**src/logic/dacm_unused_placeholder_none.sv**
```systemverilog
// Intentionally minimal: shared helper types are in dacm_pkg
`timescale 1ns/1ps
`default_nettype none
`default_nettype wire

```
**src/logic/dacm_pkg.sv**
```systemverilog
// Shared constants and types of the four-channel converter code mapper
package dacm_pkg;

	// Channel count and widths
	localparam int DACM_CHANNELS = 4;
	localparam int DACM_WORD_W = 16;
	localparam int DACM_OFFS_W = 8;
	localparam int DACM_TYPE_W = 3;
	localparam int DACM_SUM_W = 17;

	// Output range selection codes
	typedef enum logic [2:0] {
		DACM_RANGE_0_5V = 3'h0,
		DACM_RANGE_0_10V = 3'h1,
		DACM_RANGE_1_5V = 3'h2,
		DACM_RANGE_BI_5V = 3'h4,
		DACM_RANGE_BI_10V = 3'h5
	} dacm_range_type;

	// Valid code spans per range
	localparam logic signed [16:0] DACM_BI10_MAX = 17'sh07F80;
	localparam logic signed [16:0] DACM_BI10_MIN = -17'sh07F80;
	localparam logic signed [16:0] DACM_BI5_MAX = 17'sh03FFF;
	localparam logic signed [16:0] DACM_BI5_MIN = -17'sh04000;
	localparam logic signed [16:0] DACM_UNI10_MAX = 17'sh07F80;
	localparam logic signed [16:0] DACM_UNI5_MAX = 17'sh03FFF;
	localparam logic signed [16:0] DACM_ZERO_MIN = 17'sh00000;
	localparam logic signed [16:0] DACM_OFSZ_MAX = 17'sh0337F;
	localparam logic signed [16:0] DACM_OFSZ_MIN = -17'sh00C80;

	// Live zero of the offset-zero ranges, in counts (1 V or 4 mA)
	localparam logic signed [15:0] DACM_LIVE_ZERO = 16'sh0C80;

	// Converter takes offset binary: sign bit flipped
	localparam logic [15:0] DACM_OFFSET_BINARY = 16'h8000;

	// Reset values
	localparam logic [15:0] DACM_WORD_RESET = 16'h0000;
	localparam logic [15:0] DACM_DAC_RESET = 16'h8000;

endpackage

```
**src/logic/dacm_chan_if.sv**
```systemverilog
// Per-channel signals between the mapper and its two stage modules
`timescale 1ns/1ps
`default_nettype none
interface dacm_chan_if;
	logic [15:0] word;
	logic signed [7:0] offset;
	logic [2:0] range;
	logic signed [15:0] code;
	logic sat;
	logic [15:0] level;

	// Driver of word, offset and range
	modport top (output word, output offset, output range, input level, input sat);
	// Offset add and saturation stage
	modport limit (input word, input offset, input range, output code, output sat);
	// Range to converter code stage
	modport scale (input code, input range, output level);
endinterface
`default_nettype wire

```
**src/logic/dacm_limit.sv**
```systemverilog
// Offset calibration add and range saturation for one channel
`timescale 1ns/1ps
`default_nettype none
module dacm_limit
(
	// Channel carrier
	dacm_chan_if.limit bus
);
	logic signed [16:0] sum;
	logic signed [16:0] lo;
	logic signed [16:0] hi;

	// Calibrated sum of word and offset, sign extended
	always_comb
	begin
		sum = 17'(signed'(bus.word)) + 17'(bus.offset);
	end

	// Valid span of the selected range
	always_comb
	begin
		case (bus.range)
			dacm_pkg::DACM_RANGE_BI_10V:
			begin
				lo = dacm_pkg::DACM_BI10_MIN;
				hi = dacm_pkg::DACM_BI10_MAX;
			end
			dacm_pkg::DACM_RANGE_BI_5V:
			begin
				lo = dacm_pkg::DACM_BI5_MIN;
				hi = dacm_pkg::DACM_BI5_MAX;
			end
			dacm_pkg::DACM_RANGE_0_10V:
			begin
				lo = dacm_pkg::DACM_ZERO_MIN;
				hi = dacm_pkg::DACM_UNI10_MAX;
			end
			dacm_pkg::DACM_RANGE_1_5V:
			begin
				lo = dacm_pkg::DACM_OFSZ_MIN;
				hi = dacm_pkg::DACM_OFSZ_MAX;
			end
			default:
			begin
				// Unlisted codes fall back to the factory 0-5 V range
				lo = dacm_pkg::DACM_ZERO_MIN;
				hi = dacm_pkg::DACM_UNI5_MAX;
			end
		endcase
	end

	// Saturate to the nearest limit
	always_comb
	begin
		if (sum > hi)
		begin
			bus.code = hi[15:0];
			bus.sat = 1'b1;
		end
		else if (sum < lo)
		begin
			bus.code = lo[15:0];
			bus.sat = 1'b1;
		end
		else
		begin
			bus.code = sum[15:0];
			bus.sat = 1'b0;
		end
	end
endmodule
`default_nettype wire

```
**src/logic/dacm_scale.sv**
```systemverilog
// Maps a saturated code to the converter's offset-binary code
`timescale 1ns/1ps
`default_nettype none
module dacm_scale
(
	// Channel carrier
	dacm_chan_if.scale bus
);
	logic signed [15:0] steps;

	// Steps of 0.3125 mV or 1.25 uA above true zero output
	always_comb
	begin
		if (bus.range == dacm_pkg::DACM_RANGE_1_5V)
			steps = bus.code + dacm_pkg::DACM_LIVE_ZERO;
		else
			steps = bus.code;
	end

	// Flip the sign bit for the offset-binary converter
	always_comb
	begin
		bus.level = steps ^ dacm_pkg::DACM_OFFSET_BINARY;
	end
endmodule
`default_nettype wire

```
**src/logic/dacm_top.sv**
```systemverilog
// Four-channel converter code mapper: host words to converter codes
`timescale 1ns/1ps
`default_nettype none
module dacm_top
#(
	parameter int CHANNELS = dacm_pkg::DACM_CHANNELS
)
(
	// Clock, reset and enable
	input wire logic clk,
	input wire logic rstn,
	input wire logic clk_en,
	// Host output word writes
	input wire logic host_output_word_valid,
	input wire logic [1:0] host_output_word_index,
	input wire logic [15:0] host_output_word_data,
	// End of the host batch I/O transfer
	input wire logic host_batch_done,
	// Per-channel settings, channel 1 in the low bits
	input wire logic [CHANNELS*3-1:0] range_type,
	input wire logic [CHANNELS*8-1:0] offset_cal,
	// Converter side
	output logic [CHANNELS*16-1:0] dac_code,
	output logic dac_load,
	output logic [CHANNELS-1:0] dac_saturated
);

	// Words received during the batch, not yet applied
	logic [15:0] staging [CHANNELS];
	logic [15:0] next_staging [CHANNELS];
	// Words of the last completed batch
	logic [15:0] active [CHANNELS];
	logic [15:0] next_active [CHANNELS];
	// Pending load pulse
	logic applied;
	logic next_applied;
	// Registered converter side
	logic [CHANNELS*16-1:0] next_dac_code;
	logic next_dac_load;
	logic [CHANNELS-1:0] next_dac_saturated;
	// Per-channel stage results
	logic [15:0] level [CHANNELS];
	logic [CHANNELS-1:0] sat;

	// Stage host writes and apply them at the end of the batch
	always_comb
	begin
		next_applied = 1'b0;
		for (int i = 0; i < CHANNELS; i++)
		begin
			next_staging[i] = staging[i];
			next_active[i] = active[i];
		end
		if (host_output_word_valid)
			next_staging[host_output_word_index] = host_output_word_data;
		if (host_batch_done)
		begin
			// A write in the same cycle joins this batch
			for (int i = 0; i < CHANNELS; i++)
				next_active[i] = next_staging[i];
			next_applied = 1'b1;
		end
	end

	// Word registers
	always_ff @(posedge clk or negedge rstn)
	begin
		if (!rstn)
		begin
			for (int i = 0; i < CHANNELS; i++)
			begin
				staging[i] <= dacm_pkg::DACM_WORD_RESET;
				active[i] <= dacm_pkg::DACM_WORD_RESET;
			end
			applied <= 1'b0;
		end
		else if (clk_en)
		begin
			for (int i = 0; i < CHANNELS; i++)
			begin
				staging[i] <= next_staging[i];
				active[i] <= next_active[i];
			end
			applied <= next_applied;
		end
	end

	// One limit and one scale stage per channel
	genvar g;
	generate
		for (g = 0; g < CHANNELS; g++)
		begin : chan
			dacm_chan_if ch ();

			// Each channel's own word and settings
			assign ch.word = active[g];
			assign ch.offset = offset_cal[g*8 +: 8];
			assign ch.range = range_type[g*3 +: 3];
			assign level[g] = ch.level;
			assign sat[g] = ch.sat;

			dacm_limit u_limit
			(
				.bus(ch)
			);

			dacm_scale u_scale
			(
				.bus(ch)
			);
		end
	endgenerate

	// Converter outputs follow the active words and current settings
	always_comb
	begin
		for (int i = 0; i < CHANNELS; i++)
			next_dac_code[i*16 +: 16] = level[i];
		next_dac_load = applied;
		next_dac_saturated = sat;
	end

	// Output registers
	always_ff @(posedge clk or negedge rstn)
	begin
		if (!rstn)
		begin
			dac_code <= {CHANNELS{dacm_pkg::DACM_DAC_RESET}};
			dac_load <= 1'b0;
			dac_saturated <= '0;
		end
		else if (clk_en)
		begin
			dac_code <= next_dac_code;
			dac_load <= next_dac_load;
			dac_saturated <= next_dac_saturated;
		end
	end

endmodule
`default_nettype wire

```
**config.mk**
```make
export PLATFORM = sky130hd
export DESIGN_NAME = dacm_top
export DESIGN_NICKNAME = d
export VERILOG_FILES = /design/src/logic/dacm_unused_placeholder_none.sv /design/src/logic/dacm_pkg.sv /design/src/logic/dacm_chan_if.sv /design/src/logic/dacm_limit.sv /design/src/logic/dacm_scale.sv /design/src/logic/dacm_top.sv
export SDC_FILE = /design/constraint.sdc
export NUM_CORES = 1
export LEC_CHECK = 0
export ABC_CLOCK_PERIOD_IN_PS = 5600
export BUFFER_PORTS_ARGS = -buffer_cell sky130_fd_sc_hd__buf_2
export CAP_MARGIN = 20
export CORE_UTILIZATION = 50
export CTS_BUF_LIST = sky130_fd_sc_hd__clkbuf_8 sky130_fd_sc_hd__clkbuf_16
export CTS_CLUSTER_SIZE = 10
export DETAILED_ROUTE_END_ITERATION = 16
export PLACE_DENSITY = 0.7
export SYNTH_ARGS = -nofsm -noshare
export SYNTH_HDL_FRONTEND = slang
export SYNTH_SLANG_ARGS = --single-unit
```
**constraint.sdc**
```tcl
create_clock -name clk -period 5.6 [get_ports clk]
set_input_delay 0.84 -clock clk [delete_from_list [all_inputs] [get_ports clk]]
set_output_delay 0.84 -clock clk [all_outputs]
set_load 0.01 [all_outputs]
```
==> summary.md <==
| Metric | Value |
|---|---|
| Slew @ Worst Pin | 1.027 ns |
| Clock Sinks | 198 |
| P_leak | 0.008046 µW |
| Post-synthesis sequential area ratio | 32.52% |
| Most common cell after layout, fill and taps aside | a21oi_1 |
| Crit. End Element | flip-flop |
| Clock Power Share | between 10% and 20% |
| Vias in the first global route | 12678 |
| Hold Violations, Final | 0 |
| Setup CP Type | input pin to flip-flop |
| Asr flop ratio synth | between 90% and 100% |
| Reg power frac | ~27% |
| DRC Markers | 0 |
| Avg WL per Cell | approximately 17 µm |
| Gr usage total | 24.63% |
| Routed Wire Length | 38.27 mm |
| DRT Pass-1 Iters | 5 |
| Vias per cell | 5.873 |
| Via Count | 13379 |
| Most frequent cells in the layout | a21oi_1 (217), nor2_1 (204), dfrtp_1 (194), ha_1 (139), buf_2 (133) |
| Placed Area | approximately 17000 µm² |
| CTS Buf Count | 17 |
| Die Area | 31200 µm² |
| Layout cell share with drive strength beyond 1 | 20.52% |
| Max-Cap Viols | 0 |
| Hold Crit Class | input pin to async pin |
| Remaining antenna violation count | 0 |
| Clk buf depth | 2 |
| Status | finished clean |
| CP peak stage delay | 0.40 ns |
| First-pass GRT wire length | 62.41 mm |
| Crit start category | input pin |
| Final GP Congestion | 0.9253 |
| Crit path max fanout | 6 |
| Max-slew violations | 0 |
| Cell area after technology mapping | 15250 µm² |
| Maximum vdd drop | 0.2113 mV |
| Max Clock Skew | 0.02002 ns |
| Initial detailed-routing violation count | 988 |
| Syn. warnings | 0 |
| Antenna violations before repair | 2 |
| Worst path bufs/invs | 4 |
| Crit path required time | around 5.9 ns |
| H-tree levels | 4 |
| Sw power | about 3400 µW |
| CTS tree | built |
| # rows | 63 |
| Die height | about 180 µm |
| Post-route cell area | 17470 µm² |
| Critical path's slowest cell | or3_1 |
| Number of synthesized register bits | 198 |
| Pint | around 4400 µW |
| Cells after DPL | 2242 |
| PwrDens | 447.7 nW/µm² |
| Clock transition at path regs | roughly 0.08 ns |
| Worst path arrival time | 5.70 ns |
| Peak Freq | 186.1 MHz |
| Starting Density | around half |
| Relative slew slack | between 30% and 40% |
| Post-layout net count | 2084 |
| Die X | 176.6 µm |
| Cell count after synthesis | between 1500 and 2000 |
| Fin crit share | 95.93% |
| Ports | 136 |
| Hold Buf Count CTS | 0 |
| Largest net degree at the start of global routing | 113 |
| CTS root buf | clkbuf_16 |
| P&R area growth vs syn | 14.55% |
| Main synth FF type | dfrtp_1 |
| Yosys cell types | 95 |
| Count of port buffers added during placement | 135 |
| Min Clock Period, post-route | roughly 5.4 ns |
| Syn_area_per_cell | a little under 9 µm² |
| Placeable Area | 29800 µm² |
| Syn Nets | between 1500 and 2000 |
| CP top delay family | compound AO/OA/AOI/OAI gates |
| Total grt overflow | 0 |
| Detail Placement HPWL | 28.79 mm |
| Switch share | 43.83% |
| Comb pwr share | 56.4% |
| EDFF count, synth | 0 |
| Worst skew pair latency | 0.46 ns |
| Final setup vio count | 0 |
| Finished Layout Cells | 2278 |
[cell usage after synthesis (11+ instances only)]
cell type  count  area (µm²)
inv_1         76       285.3
o21a_1        17       127.6
xor2_1        15       131.4
mux2_2        72       810.8
dfrtp_1      194        4855
nor2b_1       15       93.84
o211ai_1      19       142.6
nor3_1        33       165.2
a31oi_1       16       100.1
a21oi_1      218        1091
xnor2_1       36       315.3
or3_1         15       93.84
and3_1        11       68.82
mux2i_1       70       700.7
nand3_1       26       130.1
clkbuf_1      59       221.5
nand4_1       14       87.58
and2_1        14       87.58
nand2b_1      28       175.2
nor4_1        16       100.1
o21ai_0       55       275.3
a211o_1       16       140.1
nand2_1       71       266.5
ha_1         140        1752
a21o_1        30       225.2
a211oi_1      19       142.6
nor2_1       204       765.7
nand3b_1      11       82.58
buf_2         13       65.06
[worst register-to-register path, cell delays in order (launching register included)]
cell and delay (ns):
dfrtp_1 0.36, ha_1 0.20, inv_1 0.09, fa_2 0.36, nand2b_4 0.17, a21oi_4 0.18
o22ai_2 0.12, o221a_2 0.29, and2_1 0.17, o21ai_1 0.15, xor2_1 0.11, ha_1 0.30
nand4_1 0.09, or3_1 0.40, a2111oi_2 0.33, o32a_2 0.27, buf_4 0.13, nor2_2 0.03
nor2_1 0.16, o21ai_2 0.09, ha_2 0.20, buf_4 0.15, o21ai_2 0.09, o31ai_4 0.12
o2111a_1 0.26, o32a_1 0.35
[registers in the layout, indices dropped and copies added (netlist names)]
register	cells
applied	1
staging	64
dac_load	1
dac_saturated	4
chan.ch.word	64
dac_code	64
[routing by layer]
| metal | wire (µm) | up-vias | track usage [%] |
|---|---|---|---|
| li1 | - | 6657 | - |
| met1 | 18890 | 6399 | 34.97 |
| met2 | 17460 | 293 | 40.03 |
| met3 | 1499 | 28 | 2.921 |
| met4 | 408 | 2 | 5.460 |
| met5 | 17 | - | 0 |
[path summary, 6_finish.rpt]
path,cells after the start,start,slack [ns],end
max,26,offset_cal[24],0.23,dac_code[61]
min,1,rstn,0.39,dac_code[57]
max reg2reg,25,chan[3].ch.word[0],0.33,dac_code[61]
min reg2reg,2,dac_code[63],0.49,dac_code[63]
max in group asynchronous,2,rstn,4.16,dac_code[2]
min in group clk,2,dac_code[63],0.49,dac_code[63]
[area by class of cell]
cell class,count,area [µm²]
fillers,2698,12330
multi-input cells,1348,9701
flip-flops and latches,198,4960
repair buffers,226,1383
well taps,390,488.0
clock buffers,17,425.4
inverters,82,309.0
clock inverters,15,200.2
diodes,2,5.005
[through the flow]
stage	hold WS (ns)	setup TNS (ns)	utilization, %	total power [µW]	setup slack [ns]
floorplan	0.4482	0	-	5090	0.03785
global placement	0.4559	-0.1381	56.35	6321	-0.1001
detailed placement	0.4731	-0.5391	56.35	6434	-0.2263
CTS	0.4365	0	58.45	7779	0.2391
global route	0.4467	-0.03987	58.63	8464	-0.03987
finish	0.3926	0	58.63	7822	0.2278
[power by group through the flow]
| stage | clock network (µW) | registers (µW) | logic [µW] |
|---|---|---|---|
| floorplan | 0 | 2200 | 2890 |
| global placement | 0 | 2110 | 4210 |
| detailed placement | 0 | 2130 | 4310 |
| CTS | 1340 | 2100 | 4340 |
| global route | 1400 | 2150 | 4910 |
| finish | 1320 | 2090 | 4410 |
[repair_timing]
| action | in CTS | in global routing |
|---|---|---|
| gates resized for setup | 0 | 7 |
| endpoints found under the setup margin | 0 | 3 |
| buffers inserted | 0 | 2 |
[logic make-up (layout without fill, tap and decap cells)]
kind of cell	count (synthesis)	after routing	synth area share (%)
AOI/OAI and AO/OA	516	516	22.36
and+or+nand+nor	494	494	15.85
DFF	198	198	32.52
buffers and inverters	163	340	4.323
adders and majority gates	144	144	12.01
muxes	143	143	10.01
xor gates and xnor gates	51	51	2.929
other	0	2	0
Note: power is estimated with default switching activity, not from simulation.
